--- src/inc/fault_resp_pkg.sv ---
// Behaviour
// - An output overcurrent fault sets the overcurrent bit of the output-current status register and triggers the configured shutdown.
// - An output undercurrent fault sets the undercurrent status bit and follows the separate undercurrent action setting.
// - In every response mode the active-low alert output is pulled low and the related status bit is set.
// - Fault status bits stay set until a CLEAR_FAULTS command and nothing else clears them.
// - Response field 10 in bits 7:6 disables the output at once and then follows the retry field; 00, 01 and 11 are unused.
// - Retry field 000 keeps the output off after the fault until the fault is cleared; codes 001 to 110 are unused.
// - Retry field 111 restarts repeatedly without rechecking the fault until switched off by pin or operation command or shut down by another fault.
// - The spacing between restart attempts is (retry delay field + 1) times 35 ms, 35 ms to 280 ms.
// - The spacing is measured from the start of one restart attempt to the start of the next.
// - After reset each fault action setting holds 80h, immediate shutdown with no restarts.
package fault_resp_pkg;

  // ----------------------------------------------------------------
  // command codes and reset values
  // ----------------------------------------------------------------
  localparam logic [7:0] CMD_OC_ACTION = 8'hE5;
  localparam logic [7:0] CMD_UC_ACTION = 8'hE6;
  localparam logic [7:0] CMD_STATUS_IOUT = 8'h7B;
  localparam logic [7:0] ACTION_RESET = 8'h80;
  localparam logic [7:0] READ_UNMAPPED = 8'h00;

  // ----------------------------------------------------------------
  // field layout
  // ----------------------------------------------------------------
  localparam int unsigned RESP_MSB = 7;
  localparam int unsigned RESP_LSB = 6;
  localparam int unsigned RETRY_MSB = 5;
  localparam int unsigned RETRY_LSB = 3;
  localparam int unsigned DELAY_MSB = 2;
  localparam int unsigned DELAY_LSB = 0;
  localparam logic [1:0] RESP_SHUTDOWN = 2'b10;
  localparam logic [2:0] RETRY_NONE = 3'b000;
  localparam logic [2:0] RETRY_FOREVER = 3'b111;
  localparam int unsigned STAT_OC_BIT = 7;
  localparam int unsigned STAT_UC_BIT = 4;

  // ----------------------------------------------------------------
  // timing
  // ----------------------------------------------------------------
  localparam int unsigned CLK_PERIOD_NS = 10;
  localparam int unsigned RETRY_UNIT_MS = 35;
  localparam int unsigned RETRY_TICK_CYCLES_DFLT =
    (RETRY_UNIT_MS * 1000000) / CLK_PERIOD_NS;
  localparam int unsigned PRESCALE_W = 22;
  localparam logic [3:0] TICK_ONE = 4'h1;

  typedef enum logic [1:0] {
    ST_OFF = 2'b00,
    ST_ON = 2'b01,
    ST_LATCHED = 2'b10,
    ST_RETRY = 2'b11
  } run_state_t;

  // shutdown with endless restart is the only mode that retries
  function automatic logic retries_forever(input logic [7:0] action);
    retries_forever = (action[RESP_MSB:RESP_LSB] == RESP_SHUTDOWN) &&
                      (action[RETRY_MSB:RETRY_LSB] == RETRY_FOREVER);
  endfunction : retries_forever

endpackage : fault_resp_pkg

--- src/design/retry_timer.sv ---
`timescale 1ns/100ps
`default_nettype none
module retry_timer #(
  parameter int unsigned TICK_CYCLES = fault_resp_pkg::RETRY_TICK_CYCLES_DFLT
) (
  // clock and reset
  input wire logic core_clk_i,
  input wire logic rst_b_i,
  // control
  input wire logic start_i,
  input wire logic [2:0] delay_i,
  // result
  output logic expired_o
);

  logic [fault_resp_pkg::PRESCALE_W-1:0] pre_q;
  logic [3:0] ticks_q;
  logic [3:0] target_q;
  logic running_q;
  logic tick;

  // ----------------------------------------------------------------
  // prescaler: one tick per retry unit
  // ----------------------------------------------------------------
  assign tick = running_q &&
    (pre_q == fault_resp_pkg::PRESCALE_W'(TICK_CYCLES - 1));

  always_ff @(posedge core_clk_i or negedge rst_b_i) begin
    if (!rst_b_i) begin
      pre_q <= '0;
    end else if (start_i || tick) begin
      pre_q <= '0;
    end else if (running_q) begin
      pre_q <= pre_q + 1'b1;
    end
  end

  // ----------------------------------------------------------------
  // unit counter, restarted by every attempt
  // ----------------------------------------------------------------
  always_ff @(posedge core_clk_i or negedge rst_b_i) begin
    if (!rst_b_i) begin
      ticks_q <= '0;
      target_q <= fault_resp_pkg::TICK_ONE;
      running_q <= 1'b0;
    end else begin
      if (start_i) begin
        ticks_q <= '0;
        target_q <= {1'b0, delay_i} + fault_resp_pkg::TICK_ONE;
        running_q <= 1'b1;
      end else if (tick) begin
        ticks_q <= ticks_q + 1'b1;
        if (ticks_q + 1'b1 == target_q) begin
          running_q <= 1'b0;
        end
      end
    end
  end

  // combinational, so the next attempt lands exactly one interval on
  assign expired_o = tick && (ticks_q + 1'b1 == target_q);

endmodule : retry_timer
`default_nettype wire

--- src/design/output_current_fault_response.sv ---
`timescale 1ns/100ps
`default_nettype none
module output_current_fault_response #(
  parameter int unsigned RETRY_TICK_CYCLES =
    fault_resp_pkg::RETRY_TICK_CYCLES_DFLT
) (
  // clock and reset
  input wire logic core_clk_i,
  input wire logic rst_b_i,
  // decoded command port
  input wire logic [7:0] cmd_code_i,
  input wire logic wr_en_i,
  input wire logic [7:0] wr_data_i,
  input wire logic rd_en_i,
  output logic [7:0] rd_data_o,
  input wire logic clear_faults_i,
  // fault detectors and run control
  input wire logic oc_fault_i,
  input wire logic uc_fault_i,
  input wire logic other_fault_i,
  input wire logic ctrl_pin_i,
  input wire logic operation_on_i,
  // output stage and alert
  output logic output_enable_o,
  output logic restart_o,
  output logic alert_out_n_o
);

  logic ctrl_meta_q;
  logic ctrl_sync_q;
  logic [7:0] oc_action_q;
  logic [7:0] uc_action_q;
  logic status_oc_q;
  logic status_uc_q;
  fault_resp_pkg::run_state_t state_q;
  fault_resp_pkg::run_state_t state_d;
  logic retrying_q;
  logic [2:0] retry_delay_q;
  logic run_cmd;
  logic fault_hit;
  logic [7:0] sel_action;
  logic wants_retry;
  logic attempt;
  logic timer_start;
  logic timer_exp;

  // ----------------------------------------------------------------
  // control pin synchroniser
  // ----------------------------------------------------------------
  always_ff @(posedge core_clk_i or negedge rst_b_i) begin
    if (!rst_b_i) begin
      ctrl_meta_q <= 1'b0;
      ctrl_sync_q <= 1'b0;
    end else begin
      ctrl_meta_q <= ctrl_pin_i;
      ctrl_sync_q <= ctrl_meta_q;
    end
  end

  assign run_cmd = ctrl_sync_q && operation_on_i;

  // ----------------------------------------------------------------
  // action settings
  // ----------------------------------------------------------------
  always_ff @(posedge core_clk_i or negedge rst_b_i) begin
    if (!rst_b_i) begin
      oc_action_q <= fault_resp_pkg::ACTION_RESET;
      uc_action_q <= fault_resp_pkg::ACTION_RESET;
    end else if (wr_en_i) begin
      if (cmd_code_i == fault_resp_pkg::CMD_OC_ACTION) begin
        oc_action_q <= wr_data_i;
      end
      if (cmd_code_i == fault_resp_pkg::CMD_UC_ACTION) begin
        uc_action_q <= wr_data_i;
      end
    end
  end

  // ----------------------------------------------------------------
  // read-back, registered
  // ----------------------------------------------------------------
  always_ff @(posedge core_clk_i or negedge rst_b_i) begin
    if (!rst_b_i) begin
      rd_data_o <= fault_resp_pkg::READ_UNMAPPED;
    end else if (rd_en_i) begin
      unique case (cmd_code_i)
        fault_resp_pkg::CMD_OC_ACTION: begin
          rd_data_o <= oc_action_q;
        end
        fault_resp_pkg::CMD_UC_ACTION: begin
          rd_data_o <= uc_action_q;
        end
        fault_resp_pkg::CMD_STATUS_IOUT: begin
          rd_data_o <= fault_resp_pkg::READ_UNMAPPED;
          rd_data_o[fault_resp_pkg::STAT_OC_BIT] <= status_oc_q;
          rd_data_o[fault_resp_pkg::STAT_UC_BIT] <= status_uc_q;
        end
        default: begin
          rd_data_o <= fault_resp_pkg::READ_UNMAPPED;
        end
      endcase
    end
  end

  // ----------------------------------------------------------------
  // sticky status; a new fault beats a same-cycle clear
  // ----------------------------------------------------------------
  always_ff @(posedge core_clk_i or negedge rst_b_i) begin
    if (!rst_b_i) begin
      status_oc_q <= 1'b0;
    end else if (oc_fault_i) begin
      status_oc_q <= 1'b1;
    end else if (clear_faults_i) begin
      status_oc_q <= 1'b0;
    end
  end

  always_ff @(posedge core_clk_i or negedge rst_b_i) begin
    if (!rst_b_i) begin
      status_uc_q <= 1'b0;
    end else if (uc_fault_i) begin
      status_uc_q <= 1'b1;
    end else if (clear_faults_i) begin
      status_uc_q <= 1'b0;
    end
  end

  assign alert_out_n_o = !(status_oc_q || status_uc_q);

  // ----------------------------------------------------------------
  // response selection
  // ----------------------------------------------------------------
  // overcurrent wins when both strike together
  assign fault_hit = (state_q == fault_resp_pkg::ST_ON) &&
                     (oc_fault_i || uc_fault_i);
  assign sel_action = oc_fault_i ? oc_action_q : uc_action_q;
  // unused codes fall back to latch-off, the safe reading
  assign wants_retry = fault_resp_pkg::retries_forever(sel_action);
  assign attempt = (state_q == fault_resp_pkg::ST_RETRY) && timer_exp &&
                   run_cmd && !other_fault_i;
  // a repeat fault during an attempt keeps the running interval
  // a fault right as the interval ends opens a fresh episode, not a hang
  assign timer_start = attempt ||
                       (fault_hit && wants_retry && !other_fault_i &&
                        (!retrying_q || timer_exp));

  // ----------------------------------------------------------------
  // run state
  // ----------------------------------------------------------------
  always_comb begin
    state_d = state_q;
    unique case (state_q)
      fault_resp_pkg::ST_OFF: begin
        if (run_cmd) begin
          state_d = fault_resp_pkg::ST_ON;
        end
      end
      fault_resp_pkg::ST_ON: begin
        if (other_fault_i) begin
          state_d = fault_resp_pkg::ST_LATCHED;
        end else if (fault_hit) begin
          state_d = wants_retry ? fault_resp_pkg::ST_RETRY
                                : fault_resp_pkg::ST_LATCHED;
        end else if (!run_cmd) begin
          state_d = fault_resp_pkg::ST_OFF;
        end
      end
      fault_resp_pkg::ST_LATCHED: begin
        if (clear_faults_i) begin
          state_d = fault_resp_pkg::ST_OFF;
        end
      end
      fault_resp_pkg::ST_RETRY: begin
        if (other_fault_i) begin
          state_d = fault_resp_pkg::ST_LATCHED;
        end else if (!run_cmd) begin
          state_d = fault_resp_pkg::ST_OFF;
        end else if (attempt) begin
          state_d = fault_resp_pkg::ST_ON;
        end
      end
    endcase
  end

  always_ff @(posedge core_clk_i or negedge rst_b_i) begin
    if (!rst_b_i) begin
      state_q <= fault_resp_pkg::ST_OFF;
    end else begin
      state_q <= state_d;
    end
  end

  // interval ends on its own once an attempt outlives it
  always_ff @(posedge core_clk_i or negedge rst_b_i) begin
    if (!rst_b_i) begin
      retrying_q <= 1'b0;
      retry_delay_q <= '0;
    end else if (fault_hit && wants_retry && !other_fault_i) begin
      retrying_q <= 1'b1;
      if (!retrying_q || timer_exp) begin
        retry_delay_q <= sel_action[fault_resp_pkg::DELAY_MSB:
                                    fault_resp_pkg::DELAY_LSB];
      end
    end else if (state_d == fault_resp_pkg::ST_OFF ||
                 state_d == fault_resp_pkg::ST_LATCHED ||
                 (state_q == fault_resp_pkg::ST_ON && timer_exp)) begin
      retrying_q <= 1'b0;
    end
  end

  always_ff @(posedge core_clk_i or negedge rst_b_i) begin
    if (!rst_b_i) begin
      restart_o <= 1'b0;
    end else begin
      restart_o <= attempt;
    end
  end

  assign output_enable_o = (state_q == fault_resp_pkg::ST_ON);

  retry_timer #(
    .TICK_CYCLES(RETRY_TICK_CYCLES)
  ) u_retry_timer (
    .core_clk_i(core_clk_i),
    .rst_b_i(rst_b_i),
    .start_i(timer_start),
    .delay_i(fault_hit ? sel_action[2:0] : retry_delay_q),
    .expired_o(timer_exp)
  );

  // ----------------------------------------------------------------
  // checks
  // ----------------------------------------------------------------
  int unsigned elapsed_q;
  logic first_q;
  always_ff @(posedge core_clk_i or negedge rst_b_i) begin
    if (!rst_b_i) begin
      elapsed_q <= 0;
      first_q <= 1'b1;
    end else begin
      elapsed_q <= timer_start ? 0 : elapsed_q + 1;
      first_q <= 1'b0;
    end
  end
endmodule : output_current_fault_response
`default_nettype wire

--- config.mk ---
export PLATFORM = sky130hd
export DESIGN_NAME = output_current_fault_response
export DESIGN_NICKNAME = d
export VERILOG_FILES = /design/src/inc/fault_resp_pkg.sv /design/src/design/retry_timer.sv /design/src/design/output_current_fault_response.sv
export SDC_FILE = /design/constraint.sdc
export NUM_CORES = 1
export LEC_CHECK = 0
export BUFFER_PORTS_ARGS = -buffer_cell sky130_fd_sc_hd__clkbuf_2
export CORE_MARGIN = 4
export CORE_UTILIZATION = 55
export CTS_CLUSTER_DIAMETER = 150
export DETAILED_ROUTE_END_ITERATION = 10
export HOLD_SLACK_MARGIN = 0.03
export PLACE_DENSITY = 0.76
export SLEW_MARGIN = 0
export SYNTH_ARGS = -nofsm -noshare
export SYNTH_HDL_FRONTEND = slang
export SYNTH_SLANG_ARGS = --single-unit
--- constraint.sdc ---
create_clock -name core_clk_i -period 6.8 [get_ports core_clk_i]
set_clock_uncertainty 0.15 [all_clocks]
set_input_delay 1.36 -clock core_clk_i [delete_from_list [all_inputs] [get_ports core_clk_i]]
set_output_delay 1.36 -clock core_clk_i [all_outputs]
set_load 0.005 [all_outputs]
==> flow_results.org <==
** Pwr
- Switching power summed over all nets :: around 0.18 mW
- Power share of the sequential group :: around 45%
- Combinational Power Share :: under 10%
- Switching share of total power :: 19.7%
- Power comes to between 0.9 and 1 mW.
- The share of total power dissipated in the clock network is between 50 and 60%.
- In this run the power density over the cells is 245 nW/um^2.
- Cell internal power was estimated by the tool at between 0.7 and 0.8 mW.
- IR analysis of the VDD net gives a maximum drop of 0.000172 V.
- Summed over all cells, the static leakage comes to 1.70 nW.

** STA
- Setup violations remaining at the end of the flow were counted as 0.
- In this run the tightest slew margin relative to its limit is between 30% and 40%.
- Final max-slew violation count :: 0
- The clock period could shrink to 3.09 ns.
- In the final timing run, aggregate negative setup slack is 0 ns.
- Setup repair after global routing missed its margin :: false
- Tcrit/Tclk final :: between 40% and 50%
- Hold violation count in the final report :: 0
- Derived from the worst setup path, the maximum achievable clock frequency is about 320 MHz.
- For the pin with the worst max-slew slack, the measured transition is between 0.9 and 1 ns.

** Run
- Across the run, the number of max-cap violations was 0.

** Synth
- Of the synthesized area, sequential elements account for around half.
- Share of the synthesized area in the top cell type :: roughly 49%
- In the synthesized netlist, the number of instances is 290.
- List of most frequent post-synthesis cells :: dfrtp_1, nor2_1, mux2_2
- Cell area after synthesis :: ~3200 sq um
- Yosys attributes the largest share of cell area to dfrtp_1, mux2_2, xnor2_1.
- Count of yosys warnings during synthesis :: 0
- Share of async-settable or async-resettable flops after synthesis :: 100%
- Among all flip-flop cells after synthesis, the most frequent one is dfrtp_1.
- Post-synthesis sequential element count :: 66
- Among all cell types in the netlist, the one instantiated most often is dfrtp_1.
- dfrtp_1 takes more of the synthesized area than any other cell.
- After synthesis, the netlist uses 43 different library cells.
- Synth Net Count :: 319
- Yosys mapped a number of flops with a built-in enable equal to 0.
- In this run the mean area of a mapped cell was between 10 and 15 sq um.

** Critical path
- Together, buffers and inverters on the worst path number 1.
- Sequence of cells on the critical path :: clkbuf_2 -> nand4b_1 -> nor4_2 -> nand2_1 -> mux2_2
- For the worst setup path, the data arrival time is 3.16 ns.
- Top delay family on crit path :: simple AND/OR/NAND/NOR gates
- Capturing point of the worst reg2reg path :: u_retry_timer.pre_q[13]
- Capturing element type of the critical path :: flip-flop
- The worst setup path is launched from a primary input.
- In this run the register-to-register setup slack is 4.11 ns.
- Worst R2R Start :: u_retry_timer.pre_q[12]
- Maximum single-stage delay on the critical path :: 0.69 ns
- The slowest stage of the critical path belongs to the cell nor4_2.
- At the worst endpoint, the required time is about 6.9 ns.
- Tracing the worst setup path back leads to its startpoint at cmd_code_i[3].
- Critical path start-end classification :: in2reg
- Highest net fanout along the worst path :: 10
- Cell depth of the worst flop-to-flop path :: 5

** Global route
- The number of antenna violations at the first check in global routing was 0.
- Entering global routing, the biggest net connects 67 pins.
- For this run the aggregate overflow at the end of global routing stands at 0.
- Global-route wire length before repair :: between 10000 and 15000 um
- Global-route total usage across every layer :: roughly 20%
- Number of global-route vias before repair :: approximately 2400

** Worst hold path
- For hold timing, the worst endpoint is ctrl_sync_q.
- Beginning of the worst hold path :: ctrl_meta_q
- Number of instances on the worst hold path :: 0
- HP Class :: reg2reg

** Placed design
- Post-detail-place hpwl :: 4350 um
- Final weighted congestion of routability-driven global placement :: about 0.81
- In this run, placement finished with an instance count of slightly below 400.
- Number of buffers added on ports :: 36

** Route
- TritonRoute pass-1 iters :: 4
- Via Count :: 2283
- WL/cell :: 15.5 um
- Total wire length after detailed routing :: about 6300 um
- The count of nets left with antenna violations once routing finished came out at 0.
- Dividing the detail-routed via count by the number of cells gives 5.60.
- The first routing iteration left between 200 and 250 violations.
- In the routed design, unresolved DRC markers number 0.

** Final layout
- Area growth syn-to-layout :: 16.6%
- Fraction of layout cells with a size suffix above 1 :: approximately 27%
- Excluding fillers, the count of instances in the completed layout stands at approximately 400.
- Final #Nets :: between 300 and 400
- 0 antenna diodes ended up in the layout.

** Clock network
- Clock-pin slew was measured on the worst setup and hold paths at approximately 0.07 ns.
- Once the clock tree was built, the setup fixing pass inserted 0 buffers.
- Insertion delay to the later sink of the worst-skew pair :: approximately 0.34 ns
- Number of H-tree levels :: 3
- Counting along the longest clock path gives a buffer depth of 2.
- Post-CTS repair changed the size of 0 cells.
- The root buffer cell chosen for the clock tree is clkbuf_8.
- Number of CTS-inserted buffers :: 9
- Hold repair after CTS inserted 0 buffers.
- CTS tree :: yes
- Clock tree synthesis found a total of 66 sinks.

** Floorplanning
- Top-level port count :: 37
- Width of the chip :: about 84 um
- After floorplanning, the core was divided into 27 placement rows.
- Area of the placeable core :: about 5600 sq um
- Measured along the y axis, the die boundary spans between 80 and 90 um.
- The floorplan step defined a die boundary enclosing 7130 sq um.
- The initial utilization of the core area, before any placement, comes to 57.7%.

** Outcome
- The flow ran to the end, and the final reports show no timing, DRC or antenna violations.
how the worst max path moves through the flow:
stage | cells after the start | endpoint
2_1_floorplan | 6 | u_retry_timer.target_q[1]
3_3_place_gp | 5 | uc_action_q[4]
3_5_place_dp | 5 | uc_action_q[5]
4_1_cts | 5 | uc_action_q[2]
5_1_grt | 5 | uc_action_q[5]
6_report | 5 | uc_action_q[2]
sequential cells by signal, summed over array words and instances, names as in the netlist, 2 cells and up:
signal,cells
u_retry_timer.pre_q,22
oc_action_q,8
rd_data_o,8
uc_action_q,8
u_retry_timer.target_q,4
u_retry_timer.ticks_q,4
retry_delay_q,3
state_q,2
power groups by stage:
stage / clock network (mW) / registers [mW] / logic [mW]
after floorplan: 0 / 0.416 / 0.0172
after detailed placement: 0 / 0.418 / 0.0404
after global routing: 0.496 / 0.412 / 0.0454
after global placement: 0 / 0.417 / 0.0396
after CTS: 0.478 / 0.410 / 0.0407
final: 0.468 / 0.410 / 0.0395
per-stage QoR:
step | util [%] | area (sq um) | worst slack [ns] | hold slack (ns)
after global placement | 62.1 | 3460 | 3.39 | 0.190
after floorplan | - | 3210 | 3.74 | 0.181
final | 67.3 | 3750 | 3.71 | 0.217
after detailed placement | 62.1 | 3460 | 3.40 | 0.206
after CTS | 67.3 | 3750 | 3.75 | 0.220
after global routing | 67.3 | 3750 | 3.56 | 0.233
logic make-up (layout without fill, tap and decap cells):
kind of cell,Yosys count,count (layout),share of synthesized area [%]
and+or+nand+nor,110,110,19.0
AOI/OAI and AO/OA,29,29,6.58
xor gates and xnor gates,29,29,8.37
adders and majority gates,3,3,1.17
buffers and inverters,22,68,2.76
muxes,31,31,10.7
DFF,66,66,51.5
placed cells by master, fill, tap and decap left out, types with 9 or more instances in the layout:
master     n
mux2_2    26
inv_1     15
nand2_1   15
dfrtp_1   63
xor2_1     9
clkbuf_8   9
clkbuf_2  36
nor2_1    43
xnor2_1   19
metal layers:
| metal | wire length [um] | GRT usage (%) | up-vias |
|---|---|---|---|
| li1 | - | - | 1097 |
| met1 | 2900 | 28.1 | 1139 |
| met2 | 3040 | 30.8 | 37 |
| met3 | 260 | 3.93 | 10 |
| met4 | 131 | 8.20 | 0 |
| met5 | 0 | 0 | - |
final cells by class:
type                       instances  area (sq um)
fill                             439          1830
sequential                        66          1660
multi-input combinational        202          1470
timing repair buffer              37           188
clock inverter                     7           165
clock buffer                       9           124
tap                               72          90.1
inverter                          15          56.3
No activity file was read; power rests on OpenSTA's default activity.
